<file path="config.mk">
export PLATFORM = sky130hd
export DESIGN_NAME = lpm_low_power_ctrl
export DESIGN_NICKNAME = d
export VERILOG_FILES = /design/src/core/lpm_pkg.sv /design/src/core/lpm_clk_div.sv /design/src/core/lpm_low_power_ctrl.sv /design/src/core/lpm_wake_pin.sv
export SDC_FILE = /design/constraint.sdc
export NUM_CORES = 1
export LEC_CHECK = 0
export BUFFER_PORTS_ARGS = -buffer_cell sky130_fd_sc_hd__buf_2
export CAP_MARGIN = 40
export CORE_AREA = 8 8 146 135
export DETAILED_ROUTE_END_ITERATION = 8
export DIE_AREA = 0 0 154 143
export GPL_TIMING_DRIVEN = 1
export PLACE_DENSITY = 0.84
export REMOVE_ABC_BUFFERS = 1
export SLEW_MARGIN = 10
export SYNTH_ARGS = -nofsm -noshare
export SYNTH_HDL_FRONTEND = slang
export SYNTH_SLANG_ARGS = --single-unit
</file>
<file path="constraint.sdc">
create_clock -name clk_i -period 4.24 [get_ports clk_i]
set_clock_uncertainty 0.05 [all_clocks]
set_input_delay 1.272 -clock clk_i [delete_from_list [all_inputs] [get_ports clk_i]]
set_output_delay 1.272 -clock clk_i [all_outputs]
set_load 0.03 [all_outputs]
</file>
<file path="src/core/lpm_pkg.sv">
// Constants and types shared by the low-power control block.
// Assumes one system clock and a synchronous active-low chip reset.
package lpm_pkg;

	// Division select codes: code n divides by 2**n, codes above six are clamped to six.
	localparam int DIV_SEL_W = 4;
	localparam int DIV_CNT_W = 6;
	localparam logic [3:0] DIV_SEL_MAX = 4'h6;
	localparam logic [3:0] DIV_SEL_RST = 4'h0;
	localparam logic [6:0] DIV_ONE = 7'h01;

	// Module-stop registers, every module stopped after reset.
	localparam int MSTP_W = 32;
	localparam logic [31:0] MSTP_RST = 32'hFFFFFFFF;
	localparam int MSTPA_CMTW1 = 0;
	localparam int MSTPA_CMTW0 = 1;
	localparam int MSTPA_TPU0 = 13;
	localparam int MSTPA_ADC1 = 16;
	localparam int MSTPA_ADC0 = 17;
	localparam int MSTPA_DAC = 19;
	localparam int MSTPB_CAN0 = 0;
	localparam int MSTPB_CAN1 = 1;
	localparam int MSTPB_DOC = 6;
	localparam int MSTPB_TEMP = 8;
	localparam int MSTPB_ELC = 9;
	localparam int MSTPB_PDC = 22;
	localparam int MSTPB_SCI7 = 24;
	localparam int MSTPB_SCI4 = 27;
	localparam int MSTPC_SRAM = 7;
	localparam int MSTPC_IIC2 = 17;
	localparam int MSTPC_CLKCHK = 19;
	localparam int MSTPC_SER_LO = 22;
	localparam int MSTPC_SER_HI = 27;

	// Deep power cut field values.
	localparam logic [1:0] CUT_KEEP = 2'h0;
	localparam logic [1:0] CUT_RAM_OFF = 2'h1;
	localparam logic [1:0] CUT_PROHIB = 2'h2;
	localparam logic [1:0] CUT_FULL = 2'h3;
	localparam logic [1:0] CUT_RST = 2'h0;

	// Deep wake registers: pins sit at bits 4 to 7 of each 8-bit register.
	localparam int WAKE_REG_W = 8;
	localparam int WAKE_PINS = 4;
	localparam int WAKE_LO_BIT = 4;
	localparam logic [7:0] WAKE_RST = 8'h00;

	// Reset cause flags for voltage monitors 0, 1 and 2.
	localparam int RC_W = 8;
	localparam int RC_VMON0 = 1;
	localparam int RC_VMON1 = 2;
	localparam int RC_VMON2 = 3;
	localparam logic [7:0] RC_RST = 8'h00;

	// Low-power mode chosen for the next wait instruction.
	typedef enum logic [1:0] {
		LPM_SEL_SLEEP = 2'h0,
		LPM_SEL_ALLSTOP = 2'h1,
		LPM_SEL_SWSTBY = 2'h2,
		LPM_SEL_DEEP = 2'h3
	} lpm_sel_t;

	// Power state, Gray coded along run, sleep, all-stop, standby, deep.
	typedef enum logic [2:0] {
		LPM_RUN = 3'h0,
		LPM_SLEEP = 3'h1,
		LPM_ALLSTOP = 3'h3,
		LPM_SWSTBY = 3'h2,
		LPM_DEEP = 3'h6
	} lpm_state_t;

	// Operating power control modes; code three is not a mode.
	typedef enum logic [1:0] {
		LPM_OPM_HIGH = 2'h0,
		LPM_OPM_LOW1 = 2'h1,
		LPM_OPM_LOW2 = 2'h2
	} lpm_opm_t;
	localparam logic [1:0] OPM_RST = 2'h0;

endpackage

</file>
<file path="src/core/lpm_clk_div.sv">
// Programmable clock divider producing a one-cycle enable tick.
// Assumes the select comes from logic on the same clock.
module lpm_clk_div
	import lpm_pkg::*;
(
	input wire logic clk_i,
	input wire logic rst_b_i,
	input wire logic [DIV_SEL_W-1:0] sel_i,
	output logic tick_o
);

	logic [DIV_CNT_W-1:0] cnt_q;
	logic [DIV_CNT_W-1:0] cnt_d;
	logic [DIV_SEL_W-1:0] sel_lim;
	logic [6:0] ratio;
	logic wrap;

	// Prohibited codes clamp to the slowest ratio rather than overflow.
	assign sel_lim = (sel_i > DIV_SEL_MAX) ? DIV_SEL_MAX : sel_i;
	assign ratio = DIV_ONE << sel_lim;
	assign wrap = (cnt_q == '0);
	assign cnt_d = wrap ? DIV_CNT_W'(ratio - DIV_ONE) : cnt_q - 1'b1;

	// The counter reloads on every wrap, so a new ratio takes hold then.
	always_ff @(posedge clk_i) begin
		if (!rst_b_i) begin
			cnt_q <= '0;
			tick_o <= 1'b0;
		end else begin
			cnt_q <= cnt_d;
			tick_o <= wrap;
		end
	end

	AST_DIV_ONE: assert property (@(posedge clk_i) disable iff (!rst_b_i)
		(sel_i == 4'h0) ##1 tick_o |=> tick_o)
		else $error("divide-by-one divider did not tick every cycle");

endmodule

</file>
<file path="src/core/lpm_low_power_ctrl.sv">
// Low-power control: clock dividers, clock pins, module stops, power modes,
// deep standby power cut, deep wake pins and voltage-monitor reset flags.
// Assumes software-driven level ports from same-clock logic and async pins.

// Contract
// Each system, peripheral, bus and flash clock has its own divider.
// Bus clock pin carries the running clock or constant high.
// Memory clock pin carries the running clock or constant high.
// Every peripheral has its own separate module-stop control.
// Sleep, all-module stop, software standby and deep standby are supported.
// High-speed, low-speed 1 and low-speed 2; both low modes equal.
// Deep cut 00 keep, 01 off, 10 prohibited, 11 off plus detector stop.
// Stop A: timer W unit 1 bit 0, unit 0 bit 1, pulse unit bit 13.
// Stop A: converter unit 1 bit 16, unit 0 bit 17, DAC neighbour.
// Stop B: data operation bit 6, temperature bit 8, event link bit 9.
// Stop B: capture bit 22, serial 7 bit 24, serial 4 bit 27.
// Stop C: standby RAM 7, second two-wire 17, clock checker 19.
// Four deep wake pins each have enable and release flag.
// Edge select bits 4 to 7 pick each wake pin's trigger edge.
// Reset cause bits 1, 2, 3 record voltage monitor 0, 1, 2 resets.
// Software waits two network clocks after network stop change before wait.
// Stop bit one gates peripheral clock; zero restores it.
module lpm_low_power_ctrl
	import lpm_pkg::*;
(
	input wire logic clk_i,
	input wire logic rst_b_i,
	input wire logic [DIV_SEL_W-1:0] system_clock_sel_i,
	input wire logic [DIV_SEL_W-1:0] periph_clock_a_sel_i,
	input wire logic [DIV_SEL_W-1:0] periph_clock_b_sel_i,
	input wire logic [DIV_SEL_W-1:0] periph_clock_c_sel_i,
	input wire logic [DIV_SEL_W-1:0] periph_clock_d_sel_i,
	input wire logic [DIV_SEL_W-1:0] bus_clock_sel_i,
	input wire logic [DIV_SEL_W-1:0] flash_if_clock_sel_i,
	input wire logic bus_clk_hold_high_i,
	input wire logic sync_mem_clk_hold_high_i,
	input wire logic [MSTP_W-1:0] module_stop_ctrl_a_i,
	input wire logic [MSTP_W-1:0] module_stop_ctrl_b_i,
	input wire logic [MSTP_W-1:0] module_stop_ctrl_c_i,
	input wire logic [1:0] lp_mode_sel_i,
	input wire logic wait_exec_i,
	input wire logic wake_irq_i,
	input wire logic [1:0] op_power_ctrl_i,
	input wire logic [1:0] deep_power_cut_i,
	input wire logic [WAKE_REG_W-1:0] deep_wake_enable_0_i,
	input wire logic [WAKE_REG_W-1:0] deep_wake_edge_0_i,
	input wire logic [WAKE_REG_W-1:0] deep_wake_flag_clr_i,
	input wire logic [WAKE_PINS-1:0] deep_wake_pin_i,
	input wire logic [2:0] vmon_reset_i,
	input wire logic [RC_W-1:0] reset_cause_clr_i,
	output logic system_clock_tick_o,
	output logic periph_clock_a_tick_o,
	output logic periph_clock_b_tick_o,
	output logic periph_clock_c_tick_o,
	output logic periph_clock_d_tick_o,
	output logic bus_clock_tick_o,
	output logic flash_if_clock_tick_o,
	output logic bus_clk_pin_o,
	output logic sync_mem_clock_pin_o,
	output logic [MSTP_W-1:0] periph_clk_en_a_o,
	output logic [MSTP_W-1:0] periph_clk_en_b_o,
	output logic [MSTP_W-1:0] periph_clk_en_c_o,
	output logic [2:0] lp_state_o,
	output logic cpu_halt_o,
	output logic periph_halt_o,
	output logic osc_stop_o,
	output logic deep_release_o,
	output logic [1:0] op_power_mode_o,
	output logic op_low_speed_o,
	output logic [1:0] deep_power_cut_o,
	output logic stby_ram_power_off_o,
	output logic vdet_stop_o,
	output logic por_low_power_o,
	output logic [WAKE_REG_W-1:0] deep_wake_flag_0_o,
	output logic [RC_W-1:0] reset_cause_status_o
);

	lpm_state_t state_q;
	lpm_state_t state_d;
	logic [MSTP_W-1:0] mstp_a_q;
	logic [MSTP_W-1:0] mstp_b_q;
	logic [MSTP_W-1:0] mstp_c_q;
	logic [1:0] cut_q;
	logic [1:0] cut_d;
	logic [1:0] opm_q;
	logic [1:0] opm_d;
	logic [WAKE_REG_W-1:0] flag_d;
	logic [WAKE_REG_W-1:0] flag_set;
	logic [WAKE_PINS-1:0] pin_edge;
	logic [RC_W-1:0] rc_set;
	logic [RC_W-1:0] rc_d;
	logic in_deep;
	logic halt_periph;
	logic stop_osc;
	logic bus_pin_d;
	logic mem_pin_d;
	logic opm_valid;
	logic deep_exit;

	// One divider per clock, each with its own ratio select.
	lpm_clk_div u_div_sys (.clk_i(clk_i), .rst_b_i(rst_b_i),
		.sel_i(system_clock_sel_i), .tick_o(system_clock_tick_o));
	lpm_clk_div u_div_pa (.clk_i(clk_i), .rst_b_i(rst_b_i),
		.sel_i(periph_clock_a_sel_i), .tick_o(periph_clock_a_tick_o));
	lpm_clk_div u_div_pb (.clk_i(clk_i), .rst_b_i(rst_b_i),
		.sel_i(periph_clock_b_sel_i), .tick_o(periph_clock_b_tick_o));
	lpm_clk_div u_div_pc (.clk_i(clk_i), .rst_b_i(rst_b_i),
		.sel_i(periph_clock_c_sel_i), .tick_o(periph_clock_c_tick_o));
	lpm_clk_div u_div_pd (.clk_i(clk_i), .rst_b_i(rst_b_i),
		.sel_i(periph_clock_d_sel_i), .tick_o(periph_clock_d_tick_o));
	lpm_clk_div u_div_bus (.clk_i(clk_i), .rst_b_i(rst_b_i),
		.sel_i(bus_clock_sel_i), .tick_o(bus_clock_tick_o));
	lpm_clk_div u_div_fl (.clk_i(clk_i), .rst_b_i(rst_b_i),
		.sel_i(flash_if_clock_sel_i), .tick_o(flash_if_clock_tick_o));

	// One synchroniser and edge detector per deep wake pin.
	for (genvar i = 0; i < WAKE_PINS; i++) begin : g_wake
		lpm_wake_pin u_pin (
			.clk_i(clk_i),
			.rst_b_i(rst_b_i),
			.pin_i(deep_wake_pin_i[i]),
			.rise_sel_i(deep_wake_edge_0_i[WAKE_LO_BIT+i]),
			.edge_o(pin_edge[i])
		);
	end

	// Pin edges only count in deep standby and only where enabled.
	assign in_deep = (state_q == LPM_DEEP);
	assign flag_set = {pin_edge, 4'h0} & deep_wake_enable_0_i
		& {WAKE_REG_W{in_deep}};
	assign flag_d = (deep_wake_flag_0_o & ~deep_wake_flag_clr_i) | flag_set;
	assign deep_exit = |flag_set;

	// Mode sequencing: a wait enters the chosen mode, a wake returns to run.
	always_comb begin
		state_d = state_q;
		case (state_q)
			LPM_RUN: begin
				if (wait_exec_i) begin
					case (lpm_sel_t'(lp_mode_sel_i))
						LPM_SEL_SLEEP: state_d = LPM_SLEEP;
						LPM_SEL_ALLSTOP: state_d = LPM_ALLSTOP;
						LPM_SEL_SWSTBY: state_d = LPM_SWSTBY;
						default: state_d = LPM_DEEP;
					endcase
				end
			end
			LPM_SLEEP, LPM_ALLSTOP, LPM_SWSTBY: begin
				if (wake_irq_i) begin
					state_d = LPM_RUN;
				end
			end
			LPM_DEEP: begin
				if (deep_exit) begin
					state_d = LPM_RUN;
				end
			end
			default: state_d = LPM_RUN;
		endcase
	end

	// Which resources each state stops.
	assign halt_periph = (state_d == LPM_ALLSTOP) || (state_d == LPM_SWSTBY)
		|| (state_d == LPM_DEEP);
	assign stop_osc = (state_d == LPM_SWSTBY) || (state_d == LPM_DEEP);

	// The prohibited cut code is dropped so the field keeps a legal value.
	assign cut_d = (deep_power_cut_i == CUT_PROHIB) ? cut_q
		: deep_power_cut_i;
	// Code three is not a mode and leaves the current one in place.
	assign opm_valid = (op_power_ctrl_i != 2'h3);
	assign opm_d = opm_valid ? op_power_ctrl_i : opm_q;

	// Clock pins toggle on bus ticks, forced high when held or stopped.
	assign bus_pin_d = (bus_clk_hold_high_i || stop_osc) ? 1'b1
		: (bus_clock_tick_o ? ~bus_clk_pin_o : bus_clk_pin_o);
	assign mem_pin_d = (sync_mem_clk_hold_high_i || stop_osc) ? 1'b1
		: (bus_clock_tick_o ? ~sync_mem_clock_pin_o
		: sync_mem_clock_pin_o);

	// Voltage monitor resets set their cause flag; a set beats a clear.
	assign rc_set = {4'h0, vmon_reset_i, 1'b0};
	assign rc_d = (reset_cause_status_o & ~reset_cause_clr_i) | rc_set;

	// State, control captures and status flags.
	always_ff @(posedge clk_i) begin
		if (!rst_b_i) begin
			state_q <= LPM_RUN;
			cut_q <= CUT_RST;
			opm_q <= OPM_RST;
			deep_wake_flag_0_o <= WAKE_RST;
			reset_cause_status_o <= RC_RST;
		end else begin
			state_q <= state_d;
			cut_q <= cut_d;
			opm_q <= opm_d;
			deep_wake_flag_0_o <= flag_d;
			reset_cause_status_o <= rc_d;
		end
	end

	// Module-stop registers: each bit belongs to one peripheral alone.
	always_ff @(posedge clk_i) begin
		if (!rst_b_i) begin
			mstp_a_q <= MSTP_RST;
			mstp_b_q <= MSTP_RST;
			mstp_c_q <= MSTP_RST;
		end else begin
			mstp_a_q <= module_stop_ctrl_a_i;
			mstp_b_q <= module_stop_ctrl_b_i;
			mstp_c_q <= module_stop_ctrl_c_i;
		end
	end

	// Clock enables: a stop bit or a deep enough mode removes the clock.
	// Enables lag the stop bit by one cycle, so a change settles in two.
	always_ff @(posedge clk_i) begin
		if (!rst_b_i) begin
			periph_clk_en_a_o <= '0;
			periph_clk_en_b_o <= '0;
			periph_clk_en_c_o <= '0;
		end else begin
			periph_clk_en_a_o <= ~mstp_a_q & {MSTP_W{~halt_periph}};
			periph_clk_en_b_o <= ~mstp_b_q & {MSTP_W{~halt_periph}};
			periph_clk_en_c_o <= ~mstp_c_q & {MSTP_W{~halt_periph}};
		end
	end

	// Registered status and power outputs for the next state.
	always_ff @(posedge clk_i) begin
		if (!rst_b_i) begin
			lp_state_o <= LPM_RUN;
			cpu_halt_o <= 1'b0;
			periph_halt_o <= 1'b0;
			osc_stop_o <= 1'b0;
			deep_release_o <= 1'b0;
			op_power_mode_o <= OPM_RST;
			op_low_speed_o <= 1'b0;
			deep_power_cut_o <= CUT_RST;
			stby_ram_power_off_o <= 1'b0;
			vdet_stop_o <= 1'b0;
			por_low_power_o <= 1'b0;
			bus_clk_pin_o <= 1'b1;
			sync_mem_clock_pin_o <= 1'b1;
		end else begin
			lp_state_o <= state_d;
			cpu_halt_o <= (state_d != LPM_RUN);
			periph_halt_o <= halt_periph;
			osc_stop_o <= stop_osc;
			deep_release_o <= in_deep && deep_exit;
			op_power_mode_o <= opm_d;
			// Both low-speed modes drive the same regulator setting.
			op_low_speed_o <= (opm_d != LPM_OPM_HIGH);
			deep_power_cut_o <= cut_d;
			stby_ram_power_off_o <= (state_d == LPM_DEEP) && cut_d[0];
			vdet_stop_o <= (state_d == LPM_DEEP) && (cut_d == CUT_FULL);
			por_low_power_o <= (state_d == LPM_DEEP) && (cut_d == CUT_FULL);
			bus_clk_pin_o <= bus_pin_d;
			sync_mem_clock_pin_o <= mem_pin_d;
		end
	end

	AST_SLEEP_ENTRY: assert property (@(posedge clk_i) disable iff (!rst_b_i)
		(lp_state_o == LPM_RUN) && wait_exec_i && (lp_mode_sel_i == 2'h0)
		|=> (lp_state_o == LPM_SLEEP) && cpu_halt_o && !periph_halt_o)
		else $error("wait with sleep selected did not enter sleep");
	AST_DEEP_ENTRY: assert property (@(posedge clk_i) disable iff (!rst_b_i)
		(lp_state_o == LPM_RUN) && wait_exec_i && (lp_mode_sel_i == 2'h3)
		|=> (lp_state_o == LPM_DEEP) && osc_stop_o)
		else $error("wait with deep selected did not enter deep standby");
	AST_OPM_LOW: assert property (@(posedge clk_i) disable iff (!rst_b_i)
		(op_power_ctrl_i == 2'h1) || (op_power_ctrl_i == 2'h2)
		|=> op_low_speed_o && (op_power_mode_o == $past(op_power_ctrl_i)))
		else $error("low-speed mode not reported as low speed");
	AST_CUT_PROHIB: assert property (@(posedge clk_i) disable iff (!rst_b_i)
		deep_power_cut_i == 2'h2 |=> $stable(deep_power_cut_o))
		else $error("prohibited deep cut value was accepted");
	AST_VDET_STOP: assert property (@(posedge clk_i) disable iff (!rst_b_i)
		vdet_stop_o |-> (deep_power_cut_o == 2'h3) && (lp_state_o == LPM_DEEP)
		&& stby_ram_power_off_o)
		else $error("detector stopped outside full deep cut");
	AST_BUS_PIN_HIGH: assert property (@(posedge clk_i) disable iff (!rst_b_i)
		bus_clk_hold_high_i |=> bus_clk_pin_o)
		else $error("bus clock pin not high while held");
	AST_BUS_PIN_RUN: assert property (@(posedge clk_i) disable iff (!rst_b_i)
		!bus_clk_hold_high_i && !osc_stop_o && !stop_osc && bus_clock_tick_o
		|=> bus_clk_pin_o != $past(bus_clk_pin_o))
		else $error("bus clock pin did not toggle on a bus tick");
	AST_MEM_PIN_HIGH: assert property (@(posedge clk_i) disable iff (!rst_b_i)
		sync_mem_clk_hold_high_i |=> sync_mem_clock_pin_o)
		else $error("memory clock pin not high while held");
	AST_STOP_A: assert property (@(posedge clk_i) disable iff (!rst_b_i)
		module_stop_ctrl_a_i[MSTPA_TPU0] |=> ##1 !periph_clk_en_a_o[MSTPA_TPU0])
		else $error("pulse unit clock not gated by its stop bit");
	AST_STOP_A_ADC: assert property (@(posedge clk_i) disable iff (!rst_b_i)
		!module_stop_ctrl_a_i[MSTPA_ADC1] && !halt_periph && !periph_halt_o
		|=> ##1 periph_clk_en_a_o[MSTPA_ADC1] || periph_halt_o)
		else $error("converter unit 1 clock not restored");
	AST_STOP_B: assert property (@(posedge clk_i) disable iff (!rst_b_i)
		module_stop_ctrl_b_i[MSTPB_ELC] |=> ##1 !periph_clk_en_b_o[MSTPB_ELC])
		else $error("event link clock not gated by its stop bit");
	AST_STOP_B_SCI: assert property (@(posedge clk_i) disable iff (!rst_b_i)
		module_stop_ctrl_b_i[MSTPB_SCI4] |=> ##1 !periph_clk_en_b_o[MSTPB_SCI4])
		else $error("serial 4 clock not gated by its stop bit");
	AST_STOP_C: assert property (@(posedge clk_i) disable iff (!rst_b_i)
		module_stop_ctrl_c_i[MSTPC_SRAM] |=> ##1 !periph_clk_en_c_o[MSTPC_SRAM])
		else $error("standby RAM clock not gated by its stop bit");
	AST_WAKE_FLAG: assert property (@(posedge clk_i) disable iff (!rst_b_i)
		in_deep && pin_edge[0] && deep_wake_enable_0_i[WAKE_LO_BIT]
		|=> deep_wake_flag_0_o[WAKE_LO_BIT] && deep_release_o
		&& (lp_state_o == LPM_RUN))
		else $error("enabled wake pin did not set flag and release");
	AST_WAKE_OFF: assert property (@(posedge clk_i) disable iff (!rst_b_i)
		!in_deep |=> deep_wake_flag_0_o[7:4]
		== ($past(deep_wake_flag_0_o[7:4]) & ~$past(deep_wake_flag_clr_i[7:4])))
		else $error("wake flag set outside deep standby");
	AST_VMON_FLAG: assert property (@(posedge clk_i) disable iff (!rst_b_i)
		vmon_reset_i[0] |=> reset_cause_status_o[RC_VMON0])
		else $error("monitor 0 reset not recorded even against a clear");

endmodule

</file>
<file path="src/core/lpm_wake_pin.sv">
// Synchroniser and selectable edge detector for one deep wake pin.
// Assumes the pin is asynchronous to the system clock.
module lpm_wake_pin
	import lpm_pkg::*;
(
	input wire logic clk_i,
	input wire logic rst_b_i,
	input wire logic pin_i,
	input wire logic rise_sel_i,
	output logic edge_o
);

	logic sync1_q;
	logic sync2_q;
	logic prev_q;
	logic seen;
	logic [2:0] arm_q;

	// Edge select: one picks a rising edge, zero a falling edge.
	assign seen = rise_sel_i ? (sync2_q & ~prev_q) : (~sync2_q & prev_q);

	// Two stages before any logic looks at the pin.
	// The zeros loaded by reset are not real samples, so edges are held off
	// until the pipeline holds the pin; a pin idling high gives no false edge.
	always_ff @(posedge clk_i) begin
		if (!rst_b_i) begin
			sync1_q <= 1'b0;
			sync2_q <= 1'b0;
			prev_q <= 1'b0;
			arm_q <= 3'h0;
			edge_o <= 1'b0;
		end else begin
			sync1_q <= pin_i;
			sync2_q <= sync1_q;
			prev_q <= sync2_q;
			arm_q <= {arm_q[1:0], 1'b1};
			edge_o <= seen & arm_q[2];
		end
	end

endmodule

</file>
* Word-level counts from Yosys, hierarchy flattened
Cells that the tools add are included.
** Word-level totals
- Flip-flop bits (word level) :: 301
- Input bits :: 175
- Output and inout port bits :: 136
- Logic and storage cells :: 188
** Cells by class
- $add $sub $neg :: 14
- $lt $le $gt $ge :: 7
- Equality and inequality tests :: 12
- Shift operators :: 7
- Multiplexer cells :: 29
- Bitwise gates (word level) :: 38
- Reductions and logical operators :: 23
** Operators by type and width (count)
- 32-bit AND :: 3
- 32-bit inverter :: 3
- 6-bit by 1-bit subtractor with 6-bit output (second input constant) :: 14
- 6-bit logical NOT :: 7
- 6-bit two-way mux :: 7
- 1-bit by 4-bit left shift with 6-bit output (first input constant) :: 7
- 8-bit AND :: 4
- 4-bit by 3-bit greater-than comparator with 1-bit output (second input constant) :: 7
- 4-bit two-way mux :: 7
- 3-bit one-hot mux with 3 select lines :: 2
- 8-bit inverter :: 2
- 1-bit AND :: 12
- 3-bit by 2-bit == test with 1-bit output (second input constant) :: 4
- 1-bit inverter :: 12
- 3-bit two-way mux :: 3
- 1-bit two-way mux :: 8
- 8-bit by 4-bit OR with 8-bit output :: 1
- 8-bit OR :: 1
- 8-bit OR reduction :: 1
- 2-bit == test (second input constant) :: 3
- 3-bit == test (second input constant) :: 2
- 1-bit logical OR :: 5
- 2-bit two-way mux :: 2
- 2-bit OR reduction :: 2
- 9 further kinds :: 11

* Depth between registers and ports, before layout
Gate-level depths: netlist of the first run.
- Depth after elaboration :: 10
- Depth in mapped cells :: 9
- Depth with buffers taken out :: 8

* By module
From an unflattened synthesis of the first run, not the netlist that was laid out.
** Second synthesis, totals
- Cell total of the unflattened synthesis :: 841
- Area total of the unflattened synthesis :: 9325.2 um2
** Modules (own cells, without submodules)
- lpm_low_power_ctrl :: instances 1, cells each 525, area each 6038.3 um2, seq. area each 4484.3 um2
- lpm_clk_div :: instances 7, cells each 36, area each 356.6 um2, seq. area each 140.1 um2
- lpm_wake_pin :: instances 4, cells each 16, area each 197.7 um2, seq. area each 140.1 um2

* Worst setup path after synthesis of the first run
OpenSTA, ideal clock, no wires.
- Kind :: in2reg
- From :: input port system_clock_sel_i[2]
- To :: register u_div_sys.cnt_q[4]
- Setup time :: 70 ps
- Data arrival time :: 2844 ps
- Data required time :: 4120 ps
- Path slack :: 1275 ps
- Stages on the path :: 8
- Path buffers :: 0
- Path through :: or4_2 > nor2_1 > a21oi_1 > ha_1 > nand2_1 > a21oi_1 > or2_0 > a21oi_1
** Between the ends
- Word-level cells in the longest chain between the ends :: 5
** RTL lines
- start: declaration :: line lpm_low_power_ctrl.sv:28 : input wire logic [DIV_SEL_W-1:0] system_clock_sel_i,
- 4-bit by 3-bit greater-than comparator with 1-bit output :: line lpm_clk_div.sv:19 : assign sel_lim = (sel_i > DIV_SEL_MAX) ? DIV_SEL_MAX : sel_i;
- 4-bit two-way mux (*) :: line lpm_clk_div.sv:19
- 1-bit by 4-bit left shift with 6-bit output (*) :: line lpm_clk_div.sv:20 : assign ratio = DIV_ONE << sel_lim;
- 6-bit by 1-bit subtractor with 6-bit output (*) :: line lpm_clk_div.sv:22 : assign cnt_d = wrap ? DIV_CNT_W'(ratio - DIV_ONE) : cnt_q - 1'b1;
- 6-bit two-way mux (*) :: line lpm_clk_div.sv:22
- end signal: assignment :: line lpm_clk_div.sv:30 : cnt_q <= cnt_d;
- end: declaration :: line lpm_clk_div.sv:12 : logic [DIV_CNT_W-1:0] cnt_q;
Mark *: on every way between the ends. The rest lies on a longest branch, timed or not.
A chain may end at the register's enable or synchronous reset.

* Worst setup path after layout of the first run
Ends and elaborated chain as after synthesis.

==> reports/metrics.yaml, run 1 <==
timing:
  fmax_mhz: 368
  finalHoldWorstSlack_ps: 326
  finalSetupViolations: 0
  hold_viol: 0
  tightest_slew_ps: 846
  finalMaxSlewViolations: 0
  finalCriticalPeriod_ps: 2720
  period_share_pct: 64.0
  fin_tns_setup_ps: 0
  finalWorstSetupSlack_ps: 1520
  slew_headroom_pct: 43.6
  rsz0062_at_grt: "false"
placed_design:
  dpl.hpwl_mm: 15.9
  place_congestion: 0.868
  port-buffer-count: 302
  place_ws_ps: 1000
clocking:
  ctsRootBufferMaster: "clkbuf_16"
  clockBufferDepth: 3
  clkSinkCount: 292
  clock_latency_ps: 530
  cts.htree.levels: 1
  ctsResizeCount: 0
  cts_tree: "done"
  cts_hold_buf: 0
  cts_buffers: 28
  postCtsSetupBuffers: 0
  clk_pin_slew_ps: 70
pwr:
  total_power_w: 0.00624
  p_leak_nw: 5.32
  seqPwrFrac_pct: 49.2
  pwr-share-clk_pct: 38.4
  power_switching_w: 0.00157
  power.density_nw_per_um2: 542
  internal_power_w: 0.00466
  pwr-share-comb_pct: 12.4
  ir_drop_v: 0.000407
  swShare_pct: 25.2
yosys:
  synth-main-ff-cell: "dfxtp_1"
  ys_types: 52
  syn_inst: 854
  synth_seq_cells: 292
  syn-mean-instance-area_um2: 10.4
  synthesis.area_um2: 8920
  synth_edf_count: 0
  postSynth.asyncResetShare_pct: 0
  ys_warn_count: 0
  seq_area_frac_synth_pct: 65.5
die:
  die_h_um: 143
  ios: 311
  die_area_um2: 22000
  initial_core_util_pct: 51.8
  coreArea_um2: 17200
  die_x_um: 154
  rows: 46
global_routing:
  grt_pass1_wl_mm: 35.3
  grt_max_degree: 83
  grt_remaining_overflow: 0
  antenna_found_initial: 4
  grt_usage_pct: 19.7
  grt_pass1_vias: 7037
drt:
  drtIter0Drc: 311
  first_pass_iters: 4
  drc: 0
  ant_nets: 0
  viasPerCell: 4.97
  post_drt_wl_per_cell_um: 16.3
  num_vias: 6925
  wirelength_mm: 22.7
final_layout:
  drive_gt1_share_pct: 31.3
  final_common_cell: "buf_2"
  area_growth_pct: 28.9
  post-route-util_pct: 66.8
  final_cell_mix: "buf_2, dfxtp_1, nor2_1"
  final_nets: 1338
setup_path:
  crit_path_start_kind: "primary input"
  r2r_start: "lp_state_o[2]"
  crit_fanout: 4
  crit_arrival_ps: 3110
  crit_path_start: "system_clock_sel_i[2]"
  cp.required_ps: 4640
  end_kind: "register"
  critical_path_class: "primary input to register"
flow_run:
  max-cap-violations: 0
run_status:
  outcome: "finished clean"
min_path:
  hold_path_class: "register to register"
  hold_start: "mstp_c_q[14]"
-- layer usage --
metal	vias up	wire length [um]	global-route usage, %
met5	-	36	0
met4	6	587	5.87
met3	46	2490	9.09
met2	282	11300	35.6
met1	3178	8330	20.2
li1	3413	-	-
-- through the flow --
stage          instance area (um^2)  std cells
2_1_floorplan                  8730        819
5_1_grt                       11500       1393
4_1_cts                       11500       1392
3_5_place_dp                  10600       1343
3_3_place_gp                  10600       1343
6_report                      11500       1393
-- final cells by class --
cell class	count	area [um^2]
Antenna cell	1	2.50
Multi-Input combinational cell	508	2830
Sequential cell	292	5850
Timing Repair Buffer	308	1570
Fill cell	1315	5710
Inverter	19	71.3
Tap cell	216	270
Clock inverter	9	87.6
Clock buffer	40	826
-- sequential cells by signal, indices dropped and copies added, names as in the netlist, 8 cells and up --
register / count
reset_cause_status_o: 8
deep_wake_flag_0_o: 8
periph_clk_en_b_o: 32
periph_clk_en_a_o: 32
mstp_b_q: 32
periph_clk_en_c_o: 32
mstp_c_q: 32
mstp_a_q: 32
-- logic make-up after synthesis --
logic type	Yosys count	synth area share, %
buffers and inverters	54	2.89
adders and majority gates	6	0.841
DFF	292	65.5
and+or+nand+nor	394	23.1
AOI/OAI and AO/OA	97	6.54
xor gates and xnor gates	11	1.08
-- worst max-delay path: stages --
cell and delay, ps:
buf_2 110, or4_2 670, nor2_1 220, a21oi_1 130, ha_1 240, nand2_1 70, a21oi_1 50, or2_0 210
a21oi_1 130
-- Yosys cell counts (all sizes together), types with 2 or more instances --
cell type | instances | share of area [%]
a21oi | 50 | 2.8
buf | 14 | 1.2
nor2 | 165 | 7.0
dfxtp | 292 | 66
nor4b | 4 | 0.56
and2 | 23 | 1.6
a211oi | 4 | 0.34
or4 | 13 | 1.2
nand2b | 99 | 6.9
inv | 19 | 0.80
nor3b | 11 | 0.93
or2 | 5 | 0.35
xnor2 | 2 | 0.20
clkbuf | 21 | 0.90
nand3 | 5 | 0.34
xor2 | 9 | 0.88
o31ai | 2 | 0.17
o21a | 2 | 0.17
nand2 | 27 | 1.1
or3 | 4 | 0.28
a31oi | 13 | 0.91
o21ai | 11 | 0.62
ha | 6 | 0.84
nor2b | 4 | 0.28
a41oi | 2 | 0.20
nor4 | 18 | 1.6
a32oi | 4 | 0.39
nor3 | 13 | 0.73
-- power groups by stage --
| stage | clock network, W | logic, W | registers [W] |
|---|---|---|---|
| 2_1_floorplan | 0 | 0.000384 | 0.00322 |
| 3_3_place_gp | 0 | 0.000741 | 0.00311 |
| 3_5_place_dp | 0 | 0.000766 | 0.00312 |
| 4_1_cts | 0.00246 | 0.000777 | 0.00306 |
| 5_1_grt | 0.00258 | 0.000852 | 0.00309 |
| 6_report | 0.00240 | 0.000773 | 0.00307 |
-- final timing paths --
path / to / slack [ps] / cells past startpoint
setup / recovery: u_div_sys.cnt_q[4] / 1520 / 9
hold / removal: periph_clk_en_c_o[14] / 330 / 1
setup reg to reg: periph_clk_en_c_o[3] / 1830 / 6
hold reg to reg: periph_clk_en_c_o[14] / 330 / 1
No activity file was read; power rests on OpenSTA's default activity.
==> run 2, diff against run 1 <==
--- a/config.mk
+++ b/config.mk
@@ -7,11 +7,11 @@
 export LEC_CHECK = 0
 export BUFFER_PORTS_ARGS = -buffer_cell sky130_fd_sc_hd__buf_2
 export CAP_MARGIN = 40
-export CORE_AREA = 8 8 146 135
+export CORE_AREA = 8 8 152 140
 export DETAILED_ROUTE_END_ITERATION = 8
-export DIE_AREA = 0 0 154 143
+export DIE_AREA = 0 0 160 148
 export GPL_TIMING_DRIVEN = 1
-export PLACE_DENSITY = 0.84
+export PLACE_DENSITY = 0.78
 export REMOVE_ABC_BUFFERS = 1
 export SLEW_MARGIN = 10
 export SYNTH_ARGS = -nofsm -noshare
==> constraint.sdc (replaced) <==
create_clock -name clk_i -period 2.6 [get_ports clk_i]
set_clock_uncertainty 0.05 [all_clocks]
set_input_delay 0.78 -clock clk_i [delete_from_list [all_inputs] [get_ports clk_i]]
set_output_delay 0.78 -clock clk_i [all_outputs]
set_load 0.03 [all_outputs]
==> run 2 against run 1 <==
Effect of this change: design area up 1.8%; utilization down 4.3 points; largest cell class unchanged; worst setup slack worse by 1100 ps.
==> reports/metrics.yaml, run 2 (synthesized netlist as in run 1, its figures left out) <==
run_status:
  outcome: "finished clean"
final_layout:
  final_cell_mix: "buf_2, dfxtp_1, nor2_1"
  final_common_cell: "buf_2"
  area_growth_pct: 31.2
  final_nets: 1347  # +0.67%
  drive_gt1_share_pct: 31.9  # +0.58 points
  fin_cells: 1438  # +3.2%
timing:
  slew_headroom_pct: 62.7  # +19 points
  fmax_mhz: 463
  finalCriticalPeriod_ps: 2160
  period_share_pct: 83.1
  finalMaxSlewViolations: 0  # unchanged
  tightest_slew_ps: 559  # -287 ps
  finalSetupViolations: 0  # unchanged
  hold_viol: 0  # unchanged
  rsz0062_at_grt: "false"
drt:
  viasPerCell: 4.76  # -4.3%
  num_vias: 6838  # -1.3%
  first_pass_iters: 4  # unchanged
  drtIter0Drc: 249  # -20%
  wirelength_mm: 22.1  # -2.7%
  ant_nets: 0  # unchanged
  post_drt_wl_per_cell_um: 15.4  # -5.8%
  drc: 0  # unchanged
global_routing:
  grt_usage_pct: 17.9  # -1.9 points
  grt_max_degree: 89  # +7.2%
  grt_pass1_vias: 6939  # -1.4%
  grt_remaining_overflow: 0  # unchanged
  antenna_found_initial: 3  # -1
  grt_pass1_wl_mm: 34.7  # -1.8%
clocking:
  cts_tree: "done"
  cts_buffers: 29  # +3.6%
  ctsResizeCount: 0  # unchanged
  cts_hold_buf: 0  # unchanged
  cts.htree.levels: 1  # unchanged
  clock_latency_ps: 540  # about the same
  clk_pin_slew_ps: 60  # about the same
  clkSinkCount: 292  # unchanged
  clockBufferDepth: 3  # unchanged
  ctsRootBufferMaster: "clkbuf_16"
  postCtsSetupBuffers: 0  # unchanged
placed_design:
  place_congestion: 0.828  # -4.6%
  port-buffer-count: 302  # unchanged
  dp_cells: 1385  # +3.1%
  dpl.hpwl_mm: 16.1  # +1.3%
die:
  die_h_um: 148  # +3.5%
  coreArea_um2: 18700  # +8.9%
  die_area_um2: 23700  # +7.5%
  rows: 48  # +4.3%
  ios: 311  # unchanged
  initial_core_util_pct: 47.6  # -4.2 points
  die_x_um: 160  # +3.9%
setup_path:
  critical_path_class: "primary input to register"
  crit_path_start_kind: "primary input"
  crit_arrival_ps: 2570  # -540 ps
  crit_fanout: 4  # unchanged
  regToRegEndpoint: "u_div_sys.cnt_q[4]"
  reg2reg_depth: 8  # +2
  rrSetupSlack_ps: 450  # -1380 ps
  end_kind: "register"
  r2r_start: "u_div_sys.cnt_q[1]"
  cp.required_ps: 3010  # -1630 ps
flow_run:
  max-cap-violations: 0  # unchanged
pwr:
  total_power_w: 0.0105  # +68%
  ir_drop_v: 0.000703  # +73%
  p_leak_nw: 5.40  # +1.6%
  power.density_nw_per_um2: 893  # +65%
min_path:
  min_to: "periph_clk_en_a_o[23]"
  hold_start: "mstp_a_q[23]"
  hold_depth: 1  # unchanged
  hold_path_class: "register to register"
## run 2: area by class of cell
class / instances / area [um^2]
repair buffers: 316 / 1680
clock inverters: 15 / 185
fillers: 1528 / 7030
well taps: 250 / 313
inverters: 19 / 71.3
flip-flops and latches: 292 / 5850
diodes: 2 / 5.00
multi-input cells: 508 / 2830
clock buffers: 36 / 782
## run 2: metrics by stage
stage / hold slack [ps] / TNS, ps / util, % / setup WS, ps / cell area (um^2)
after detailed placement: 321 / -79.3 / 57.3 / -68.1 / 10700
after global placement: 318 / -44.8 / 57.3 / -44.8 / 10700
after floorplan: 318 / -917 / - / -9.55 / 8730
after CTS: 322 / 0 / 62.5 / 432 / 11700
after global routing: 334 / 0 / 62.5 / 289 / 11700
final: 319 / 0 / 62.5 / 439 / 11700
## run 2: power by group
part / total (W) / internal, W / switching [W]
Sequential: 0.00500 / 0.00480 / 0.000199
Clock: 0.00418 / 0.00252 / 0.00166
Combinational: 0.00127 / 0.000527 / 0.000747
Total: 0.0105 / 0.00785 / 0.00261
## run 2: worst max-delay path by stage
stage	cells after the start	end	startpoint	slack [ps]
floorplan	5	periph_clk_en_a_o[0]	lp_state_o[2]	-10
global placement	9	u_div_sys.cnt_q[4]	system_clock_sel_i[2]	-40
detailed placement	9	u_div_sys.cnt_q[4]	system_clock_sel_i[2]	-70
CTS	8	u_div_sys.cnt_q[4]	u_div_sys.cnt_q[1]	430
global route	8	u_div_sys.cnt_q[4]	u_div_sys.cnt_q[1]	290
finish	9	u_div_sys.cnt_q[4]	system_clock_sel_i[2]	440
## run 2: layer usage
layer  vias to the layer above  part of all wire (%)  wire (um)  GRT usage [%]
met4                         6                   2.3        516           5.00
met2                       266                    48      10500           31.5
met3                        47                    13       2940           9.92
met5                         -                  0.15         34              0
met1                      3091                    37       8070           17.9
li1                       3428                     -          -              -
## run 2: critical path: stages
cell and delay, ps:
buf_2 100, or4_2 670, nor2_1 230, a21oi_1 130, ha_1 230, nand2_1 60, a21oi_1 40, or2_0 200
a21oi_1 130
